==> config.mk <==
export PLATFORM = sky130hd
export DESIGN_NAME = ctm_timer
export DESIGN_NICKNAME = d
export VERILOG_FILES = /design/src/ctm_pkg.sv /design/src/ctm_timer.sv
export VERILOG_INCLUDE_DIRS = /design/src /design/src/src
export SDC_FILE = /design/constraint.sdc
export NUM_CORES = 1
export LEC_CHECK = 0
export BUFFER_PORTS_ARGS = -buffer_cell sky130_fd_sc_hd__buf_2
export CORE_UTILIZATION = 50
export CTS_CLUSTER_SIZE = 14
export DETAILED_ROUTE_END_ITERATION = 8
export PLACE_DENSITY = 0.72
export SYNTH_ARGS = -nofsm -noshare
export SYNTH_HDL_FRONTEND = slang
export SYNTH_SLANG_ARGS = --single-unit
==> constraint.sdc <==
create_clock -name clock_i -period 5.55 [get_ports clock_i]
set_clock_uncertainty 0.1 [all_clocks]
set_input_delay 0.555 -clock clock_i [delete_from_list [all_inputs] [get_ports clock_i]]
set_output_delay 0.555 -clock clock_i [all_outputs]
set_load 0.02 [all_outputs]
==> src/ctm_defs.svh <==
// Purpose: register map, field positions, reset values and tick masks
// Assumes: 3-bit word address, 16-bit data
// Notes:   ranges are written as macros so fields read as reg[`FIELD]
`ifndef CTM_DEFS_SVH
`define CTM_DEFS_SVH

// ****************************************************************
// register offsets
// ****************************************************************
`define CTM_OFF_CTRL0   3'h0
`define CTM_OFF_CTRL1   3'h1
`define CTM_OFF_CMPA    3'h2
`define CTM_OFF_COUNT   3'h3
`define CTM_OFF_STATUS  3'h4
`define CTM_OFF_MASK    3'h5

// ****************************************************************
// field positions
// ****************************************************************
`define CTM_C0_RP       2:0
`define CTM_C0_EN       3
`define CTM_C0_CKSEL    5:4
`define CTM_C0_PAUSE    6
`define CTM_C1_CCLR     0
`define CTM_C1_DPX      1
`define CTM_C1_POL      2
`define CTM_C1_OC       3
`define CTM_C1_IO       5:4
`define CTM_C1_MODE     7:6
`define CTM_ST_A        0
`define CTM_ST_P        1

// ****************************************************************
// reset values and counts
// ****************************************************************
`define CTM_RST_CTRL0   7'h00
`define CTM_RST_CTRL1   8'h00
`define CTM_RST_CMPA    10'h000
`define CTM_RST_FLAGS   2'h0
`define CTM_CNT_MAX     10'h3FF
`define CTM_FULL_SPAN   11'h400
`define CTM_TICK_DIV1   6'h00
`define CTM_TICK_DIV4   6'h03
`define CTM_TICK_DIV16  6'h0F
`define CTM_TICK_DIV64  6'h3F

`endif

==> src/ctm_pkg.sv <==
// Purpose: shared types of the compact timer
// Assumes: encodings match the control register fields
// Notes:   constants live in ctm_defs.svh
`default_nettype none
package ctm_pkg;
   typedef enum logic [1:0] {
      ctm_mode_cmp   = 2'h0,
      ctm_mode_undef = 2'h1,
      ctm_mode_pwm   = 2'h2,
      ctm_mode_tc    = 2'h3
   } ctm_mode_type;

   typedef enum logic [1:0] {
      ctm_io_f0 = 2'h0,
      ctm_io_f1 = 2'h1,
      ctm_io_f2 = 2'h2,
      ctm_io_f3 = 2'h3
   } ctm_io_type;
endpackage
`default_nettype wire

==> src/ctm_timer.sv <==
// Purpose: 10-bit compact timer with compare, timer/counter and PWM modes
// Assumes: single clock, register port with one-cycle read latency
// Notes:   timer clock is clock_i divided by 1, 4, 16 or 64
//
// Overview of operation
// - cclr low: clear on P or overflow
// - cclr high: clear on A, no P flag
// - compare A zero: overflow, no A flag
// - compare pin changes only on comparator A flag or enable rise
// - pin function sets high, low, toggle, none
// - enable rise loads pin initial level
// - mode 11 like compare, pin undriven
// - mode 10 PWM, clear select ignored
// - swap low: period field, duty compare A
// - swap high: period compare A, duty field
// - duty at least period gives full duty
// - PWM raises A and P flags
// - level select, pin function, output invert
// - PWM runs while pin forced
// - enable rise zeroes; fall and pause hold
// - period field meets top three bits
//
// Implementation choices: the address map and the plain strobed port.
`timescale 1ns/100ps
`default_nettype none
`include "ctm_defs.svh"

module ctm_timer (
   input  wire logic        clock_i,
   input  wire logic        sys_rst_i,
   input  wire logic [2:0]  reg_addr_i,
   input  wire logic [15:0] reg_wdata_i,
   input  wire logic        reg_wr_i,
   input  wire logic        reg_rd_i,
   output var  logic [15:0] reg_rdata_o,
   output var  logic        irq_o,
   output var  logic        timer_pin_o,
   output var  logic        timer_pin_oe_o
);

   // ****************************************************************
   // registers
   // ****************************************************************
   logic [6:0]  ctrl0;
   logic [7:0]  ctrl1;
   logic [9:0]  compare_a_value;
   logic [1:0]  irq_mask;
   logic [1:0]  irq_status;
   logic [15:0] rdata;
   logic [6:0]  next_ctrl0;
   logic [7:0]  next_ctrl1;
   logic [9:0]  next_compare_a_value;
   logic [1:0]  next_irq_mask;
   logic [1:0]  next_irq_status;
   logic [15:0] next_rdata;

   logic [9:0]  count;
   logic [5:0]  prescale;
   logic        enable_q;
   logic        cmp_pin;
   logic        pin;
   logic        pin_oe;
   logic [9:0]  next_count;
   logic [5:0]  next_prescale;
   logic        next_enable_q;
   logic        next_cmp_pin;
   logic        next_pin;
   logic        next_pin_oe;

   // ****************************************************************
   // field decode
   // ****************************************************************
   ctm_pkg::ctm_mode_type mode;
   ctm_pkg::ctm_io_type   pin_func;
   logic [2:0]  period_field;
   logic        timer_enable_bit;
   logic        count_pause;
   logic        clear_source_sel;
   logic        duty_period_swap;
   logic        output_invert;
   logic        output_initial_level;
   logic [5:0]  tick_mask;

   assign mode             = ctm_pkg::ctm_mode_type'(ctrl1[`CTM_C1_MODE]);
   assign pin_func         = ctm_pkg::ctm_io_type'(ctrl1[`CTM_C1_IO]);
   assign period_field     = ctrl0[`CTM_C0_RP];
   assign timer_enable_bit = ctrl0[`CTM_C0_EN];
   assign count_pause      = ctrl0[`CTM_C0_PAUSE];
   assign clear_source_sel = ctrl1[`CTM_C1_CCLR];
   assign duty_period_swap = ctrl1[`CTM_C1_DPX];
   assign output_invert    = ctrl1[`CTM_C1_POL];
   assign output_initial_level = ctrl1[`CTM_C1_OC];

   always_comb begin
      case (ctrl0[`CTM_C0_CKSEL])
         2'h0:    tick_mask = `CTM_TICK_DIV1;
         2'h1:    tick_mask = `CTM_TICK_DIV4;
         2'h2:    tick_mask = `CTM_TICK_DIV16;
         default: tick_mask = `CTM_TICK_DIV64;
      endcase
   end

   // ****************************************************************
   // comparators
   // ****************************************************************
   logic        enable_rise;
   logic        tick;
   logic        advance;
   logic [9:0]  count_inc;
   logic        a_match;
   logic        p_match;
   logic        is_pwm;
   logic        counter_clear;
   logic        a_set;
   logic        p_set;
   logic [10:0] duty_value;
   logic [10:0] period_value;
   logic        duty_full;
   logic        pwm_active;
   logic        pwm_level;

   assign enable_rise = timer_enable_bit & ~enable_q;
   assign tick        = (prescale & tick_mask) == tick_mask;
   // PWM core independent of pin function
   assign advance     = timer_enable_bit & enable_q & ~count_pause & tick;
   assign count_inc   = count + 10'h001;
   // period field vs top three bits
   assign p_match     = (count_inc[6:0] == 7'h00) &&
                        (count_inc[9:7] == period_field);
   assign a_match     = (count_inc == compare_a_value) &&
                        (compare_a_value != `CTM_RST_CMPA);
   assign is_pwm      = (mode == ctm_pkg::ctm_mode_pwm);

   always_comb begin
      if (is_pwm) begin
         // clear chosen by swap bit only
         counter_clear = duty_period_swap ? a_match : p_match;
      end else begin
         counter_clear = clear_source_sel ? a_match : p_match;
      end
   end

   // no P flag with clear select high outside PWM
   assign a_set = advance & a_match;
   assign p_set = advance & p_match & (is_pwm | ~clear_source_sel);

   // ****************************************************************
   // pwm waveform
   // ****************************************************************
   always_comb begin
      if (duty_period_swap) begin
         period_value = (compare_a_value == `CTM_RST_CMPA) ?
                        `CTM_FULL_SPAN : {1'b0, compare_a_value};
         duty_value   = (period_field == 3'h0) ?
                        `CTM_FULL_SPAN : {1'b0, period_field, 7'h00};
      end else begin
         period_value = (period_field == 3'h0) ?
                        `CTM_FULL_SPAN : {1'b0, period_field, 7'h00};
         duty_value   = {1'b0, compare_a_value};
      end
   end

   // full duty when duty reaches period
   assign duty_full  = duty_value >= period_value;
   assign pwm_active = duty_full | ({1'b0, count} < duty_value);

   always_comb begin
      case (pin_func)
         ctm_pkg::ctm_io_f1: pwm_level = output_initial_level;
         ctm_pkg::ctm_io_f2: pwm_level = pwm_active ?
                                output_initial_level :
                                ~output_initial_level;
         default:            pwm_level = ~output_initial_level;
      endcase
   end

   // ****************************************************************
   // timer state
   // ****************************************************************
   always_comb begin
      next_prescale = prescale + 6'h01;
      next_enable_q = timer_enable_bit;
      next_count    = count;
      next_cmp_pin  = cmp_pin;
      next_pin      = 1'b0;
      next_pin_oe   = 1'b0;
      if (enable_rise) begin
         next_count = 10'h000;
      end else if (advance) begin
         next_count = counter_clear ? 10'h000 : count_inc;
      end
      if (enable_rise) begin
         next_cmp_pin = output_initial_level;
      end else if (a_set && !is_pwm) begin
         case (pin_func)
            ctm_pkg::ctm_io_f1: next_cmp_pin = 1'b0;
            ctm_pkg::ctm_io_f2: next_cmp_pin = 1'b1;
            ctm_pkg::ctm_io_f3: next_cmp_pin = ~cmp_pin;
            default:            next_cmp_pin = cmp_pin;
         endcase
      end
      case (mode)
         ctm_pkg::ctm_mode_cmp: begin
            next_pin    = next_cmp_pin ^ output_invert;
            next_pin_oe = 1'b1;
         end
         ctm_pkg::ctm_mode_pwm: begin
            next_pin    = pwm_level ^ output_invert;
            next_pin_oe = 1'b1;
         end
         default: begin
            next_pin    = 1'b0;
            next_pin_oe = 1'b0;
         end
      endcase
   end

   always_ff @(posedge clock_i) begin
      if (sys_rst_i) begin
         count    <= 10'h000;
         prescale <= 6'h00;
         enable_q <= 1'b0;
         cmp_pin  <= 1'b0;
         pin      <= 1'b0;
         pin_oe   <= 1'b0;
      end else begin
         count    <= next_count;
         prescale <= next_prescale;
         enable_q <= next_enable_q;
         cmp_pin  <= next_cmp_pin;
         pin      <= next_pin;
         pin_oe   <= next_pin_oe;
      end
   end

   // ****************************************************************
   // register port
   // ****************************************************************
   always_comb begin
      next_ctrl0           = ctrl0;
      next_ctrl1           = ctrl1;
      next_compare_a_value = compare_a_value;
      next_irq_mask        = irq_mask;
      next_rdata           = 16'h0000;
      next_irq_status      = irq_status;
      if (reg_wr_i) begin
         case (reg_addr_i)
            `CTM_OFF_CTRL0:  next_ctrl0 = reg_wdata_i[6:0];
            `CTM_OFF_CTRL1:  next_ctrl1 = reg_wdata_i[7:0];
            `CTM_OFF_CMPA:   next_compare_a_value = reg_wdata_i[9:0];
            `CTM_OFF_MASK:   next_irq_mask = reg_wdata_i[1:0];
            default:         next_irq_mask = irq_mask;
         endcase
      end
      if (reg_rd_i) begin
         case (reg_addr_i)
            `CTM_OFF_CTRL0:  next_rdata = {9'h000, ctrl0};
            `CTM_OFF_CTRL1:  next_rdata = {8'h00, ctrl1};
            `CTM_OFF_CMPA:   next_rdata = {6'h00, compare_a_value};
            `CTM_OFF_COUNT:  next_rdata = {6'h00, count};
            `CTM_OFF_STATUS: next_rdata = {14'h0000, irq_status};
            `CTM_OFF_MASK:   next_rdata = {14'h0000, irq_mask};
            default:         next_rdata = 16'h0000;
         endcase
         if (reg_addr_i == `CTM_OFF_STATUS) begin
            next_irq_status = `CTM_RST_FLAGS;
         end
      end
      // new events win over the read clear
      next_irq_status[`CTM_ST_A] = next_irq_status[`CTM_ST_A] | a_set;
      next_irq_status[`CTM_ST_P] = next_irq_status[`CTM_ST_P] | p_set;
   end

   always_ff @(posedge clock_i) begin
      if (sys_rst_i) begin
         ctrl0           <= `CTM_RST_CTRL0;
         ctrl1           <= `CTM_RST_CTRL1;
         compare_a_value <= `CTM_RST_CMPA;
         irq_mask        <= `CTM_RST_FLAGS;
         irq_status      <= `CTM_RST_FLAGS;
         rdata           <= 16'h0000;
      end else begin
         ctrl0           <= next_ctrl0;
         ctrl1           <= next_ctrl1;
         compare_a_value <= next_compare_a_value;
         irq_mask        <= next_irq_mask;
         irq_status      <= next_irq_status;
         rdata           <= next_rdata;
      end
   end

   assign reg_rdata_o    = rdata;
   assign irq_o          = |(irq_status & irq_mask);
   assign timer_pin_o    = pin;
   assign timer_pin_oe_o = pin_oe;
endmodule
`default_nettype wire

Word level (Yosys, flattened, before mapping) --
Cells that the tools add are included.
Word-level totals: flip-flop bits (word level) 65, input port bits 23, word-level logic and storage cells 89
Cells by class: add/sub/neg operators 2, $lt $le $gt $ge 2, equality and inequality tests 14, multiplexer cells 19, bitwise operators 21, reduce and logical (&&, ||, !) cells 19
Operator list (number):
- 10-bit one-hot mux with 6 select lines | 1
- 11-bit two-way mux | 4
- 6-bit one-hot mux with 3 select lines | 1
- 11-bit >= comparator | 1
- 10-bit by 11-bit less-than comparator with 1-bit output | 1
- 10-bit by 1-bit adder with 10-bit output, second input constant | 1
- 10-bit == test | 1
- 10-bit logical NOT | 1
- 10-bit two-way mux | 1
- 10-bit nonzero test | 1
- 2-bit == test, second input constant | 4
- 2-bit AND reduction | 4
- 2-bit OR reduction | 4
- 1-bit bitwise AND | 7
- 7-bit logical NOT | 1
- 1-bit two-way mux | 7
- 6-bit by 1-bit adder with 6-bit output, second input constant | 1
- 6-bit bitwise AND | 1
- 3-bit by 2-bit == test with 1-bit output, second input constant | 2
- 3-bit == test, second input constant | 2
- 6-bit == test | 1
- 3-bit logical NOT | 2
- 1-bit NOT | 6
- 2-bit by 1-bit == test with 1-bit output, second input constant | 2
- other kinds (11) | 20

Logic depth before layout (Yosys ltp) --
word-level depth 11, gate-level depth with buffers 12, gate-level depth less buffers 11

Worst setup path after synthesis --
OpenSTA, ideal clock, no wires.
path kind flip-flop to flip-flop, start point register ctrl1[1], end point register pin (netlist: timer_pin_o), library setup time 116 ps, arrival time 2702 ps, data required time 5334 ps, path slack 2632 ps, cell stages (with the launch flop) 13, period minus slack after synthesis 2918 ps, path through dfxtp_1 clkbuf_1 buf_1 mux2i_1 ha_1 a21o_1 a221oi_1 o21ai_0 a211oi_1 mux2i_1 o21ai_0 a21oi_1 and3b_1
On the way: word-level cells in the longest chain between the ends 7
RTL lines:
- start, declared | line ctm_timer.sv:45 | logic [7:0] ctrl1;
- start signal, assigned | line ctm_timer.sv:277 | ctrl1 <= `CTM_RST_CTRL1;
- start signal, assigned | line ctm_timer.sv:284 | ctrl1 <= next_ctrl1;
- 11-bit two-way mux | line ctm_timer.sv:151 | if (duty_period_swap) begin
- 11-bit >= comparator / 10-bit by 11-bit less-than comparator with 1-bit output (equally long branches) | line ctm_timer.sv:164, ctm_timer.sv:165
- 1-bit bitwise OR (*) | line ctm_timer.sv:165 | assign pwm_active = duty_full | ({1'b0, count} < duty_value);
- 1-bit two-way mux (*) | line ctm_timer.sv:170 | ctm_pkg::ctm_io_f2: pwm_level = pwm_active ?
- 1-bit one-hot mux with 2 select lines (*) | line ctm_timer.sv:168 | case (pin_func)
- 1-bit XOR (*) | line ctm_timer.sv:208 | next_pin = pwm_level ^ output_invert;
- 1-bit one-hot mux with 2 select lines (*) | line ctm_timer.sv:202 | case (mode)
- end signal, assigned | line ctm_timer.sv:231 | pin <= next_pin;
- end, declared | line ctm_timer.sv:61 | logic pin;
Every way passes the cells marked *; elsewhere a longest branch is shown, timed or not. A chain may end at the register's enable or synchronous reset.

Worst setup path after layout --
Ends and elaborated chain as after synthesis.

==> run metrics <==
most common cell after layout, fill and taps aside nand2_1; die footprint 7710 sq um; Layout area overhead 7.72%; Critical Path Sink Type register; TNS Setup 0 ns; Synth warnings 0; Avg Cell Area, Syn 8.04 sq um; Slew headroom 0.483; CP max stage delay 0.82 ns; Least-Margin Pin Slew 0.774 ns; Initial Util 0.530; total gr overflow 0; Starting DRT DRC Count 262; Post-DP HPWL 6650 um; Final ANT Viol Nets 0; Initial DRT Pass Iterations 4; die width 87.8 um; fin. max-slew vios 0; Routed WL per cell 15.9 um; first-pass GRT wire length 14400 um; pwr dens 229 nW/um^2; GR Util All Layers 0.247; fmax 300 MHz; GP Congestion 0.875; Num CTS Buffers 9; DR vias 3302; post-CTS setup buffers 0; final WL 9030 um; Hold Crit Endpoint compare_a_value[8]; post-synthesis register bit count 59; commonest cells after routing, fill and taps aside nand2_1 (69), dfxtp_1 (59), a21oi_1 (45), buf_2 (29), nor2_1 (28); DRC 0; Peak VDD IR 0.000199 V; status completed; Yosys cell types 63; TritonCTS clock tree built; Tcrit/Tclk final 0.600; Cells after DPL 551; initial antenna violation count 0; ant diodes 0; crit-path max FO 20; fin cells 567; vias in the first global route 2988; Clock Tree Root clkbuf_8; H-tree lvl count 3; largest net degree at the start of global routing 44; Fin. Hold Viols 0; CTS Sinks 59; Post-synth EDFFs 0; Crit Path Category reg -> reg; PortBufs 29; ys flop type dfxtp_1; min-delay src reg_wdata_i[8]; Hold Path Class in -> reg; I/O pin total 42; Placeable Area 6940 sq um; overall power 0.000908 W; Nets 506; Mapped Cells 458; r2r endpoint timer_pin_o; worst reg2reg path depth 11; Die Height 87.8 um; layout cells sized above 1 0.140; Pleak 1.53 nW; Worst path slowest cell dfxtp_1; # setup viols final 0; maxcap violations 0; crit-path cells mux2i_1 > inv_1 > ha_1 > a21o_1 > a221oi_1 > o21ai_0 > a211oi_1 > mux2i_1 > o21ai_0 > a21oi_1 > and3b_1; Worst-path clk slew 0.07 ns; hold_buf cts 0; cts repair resizes 0; Worst Path Arrival 3.46 ns; Hold Path Cell Cnt 3; Worst Setup Start Kind register; Skew-Pair Late Insertion Delay 0.34 ns; setup slack, reg-to-reg 2.22 ns; asr flop ratio synth 0; fin crit period 3.33 ns; Via density 5.82; FP Rows 30; r2r startpoint ctrl1[1]; maximum clock path buffer count 2; post-synthesis sequential area ratio 0.321; worst path required time 5.68 ns; unrepaired setup endpoints after global routing false; Post-Syn Area 3680 sq um
-- sequential cells by signal, summed over array words and instances (netlist names) --
name	flops
timer_pin_oe_o	1
irq_mask	2
count	10
prescale	6
irq_status	2
enable_q	1
compare_a_value	10
timer_pin_o	1
ctrl0	7
ctrl1	8
reg_rdata_o	10
cmp_pin	1
-- where the power goes --
group / total [W] / switching [W] / internal (W)
Combinational: 0.0000754 / 0.0000476 / 0.0000278
Sequential: 0.000440 / 0.0000100 / 0.000430
Clock: 0.000393 / 0.000183 / 0.000210
-- critical path: cells and delay by family (launching register included) --
kind	cells	cell delay, ns
muxes	2	0.54
and+or+nand+nor	1	0.18
adders and majority gates	1	0.31
AOI/OAI and AO/OA	6	1.21
DFF	1	0.82
buffers and inverters	1	0.07
-- cell usage after synthesis (all sizes together), types with 3 or more instances --
cell / number / share of area
a21oi: 45 / 0.061
a22oi: 3 / 0.0061
a31o: 6 / 0.014
and2: 4 / 0.0068
and3: 7 / 0.013
and3b: 3 / 0.0071
buf: 22 / 0.039
clkbuf: 15 / 0.015
dfxtp: 59 / 0.32
ha: 17 / 0.058
inv: 10 / 0.010
mux2: 5 / 0.015
mux2i: 23 / 0.063
nand2: 69 / 0.070
nand2b: 16 / 0.027
nand3: 18 / 0.024
nand3b: 3 / 0.0061
nor2: 28 / 0.029
nor2b: 8 / 0.014
nor3: 11 / 0.015
nor4: 3 / 0.0051
o2111ai: 3 / 0.0088
o21ai: 12 / 0.016
o22a: 5 / 0.012
or3: 4 / 0.0071
or4: 5 / 0.010
xnor2: 10 / 0.024
xor2: 9 / 0.021
-- layer usage --
| layer | share of wire | global-route usage |
|---|---|---|
| met5 | 0 | 0 |
| met4 | 0.022 | 0.103 |
| met2 | 0.45 | 0.382 |
| met3 | 0.073 | 0.0537 |
| met1 | 0.45 | 0.332 |
-- final cells by class --
| class | instances | area [sq um] |
|---|---|---|
| Clock buffer | 9 | 124 |
| Tap cell | 96 | 120 |
| Multi-Input combinational cell | 357 | 2280 |
| Timing Repair Buffer | 29 | 145 |
| Fill cell | 657 | 2980 |
| Inverter | 10 | 37.5 |
| Clock inverter | 7 | 77.6 |
| Sequential cell | 59 | 1180 |
-- worst max path at each step --
stage	start	end
after CTS	ctrl1[1]	timer_pin_o
after global routing	ctrl1[1]	timer_pin_o
after detailed placement	ctrl1[1]	timer_pin_o
final	ctrl1[1]	timer_pin_o
after global placement	ctrl1[1]	timer_pin_o
after floorplan	ctrl1[1]	timer_pin_o
-- cells by family after synthesis --
kind of cell | share of synthesized area
simple gates | 0.263
compound gates | 0.169
flops | 0.321
buf+inv | 0.0649
mux | 0.0778
xor+xnor | 0.0452
fa+ha+maj | 0.0578
other cells | 0.00102
-- stage by stage --
| step | util | setup WS [ns] | hold WS, ns | instance area [sq um] |
|---|---|---|---|---|
| floorplan | - | 2.63 | 0.341 | 3700 |
| global placement | 0.542 | 2.29 | 0.358 | 3760 |
| detailed placement | 0.542 | 2.24 | 0.368 | 3760 |
| CTS | 0.571 | 2.22 | 0.342 | 3970 |
| global route | 0.571 | 2.03 | 0.374 | 3970 |
| finish | 0.571 | 2.22 | 0.358 | 3970 |
Power figures use the tool's default switching activity.
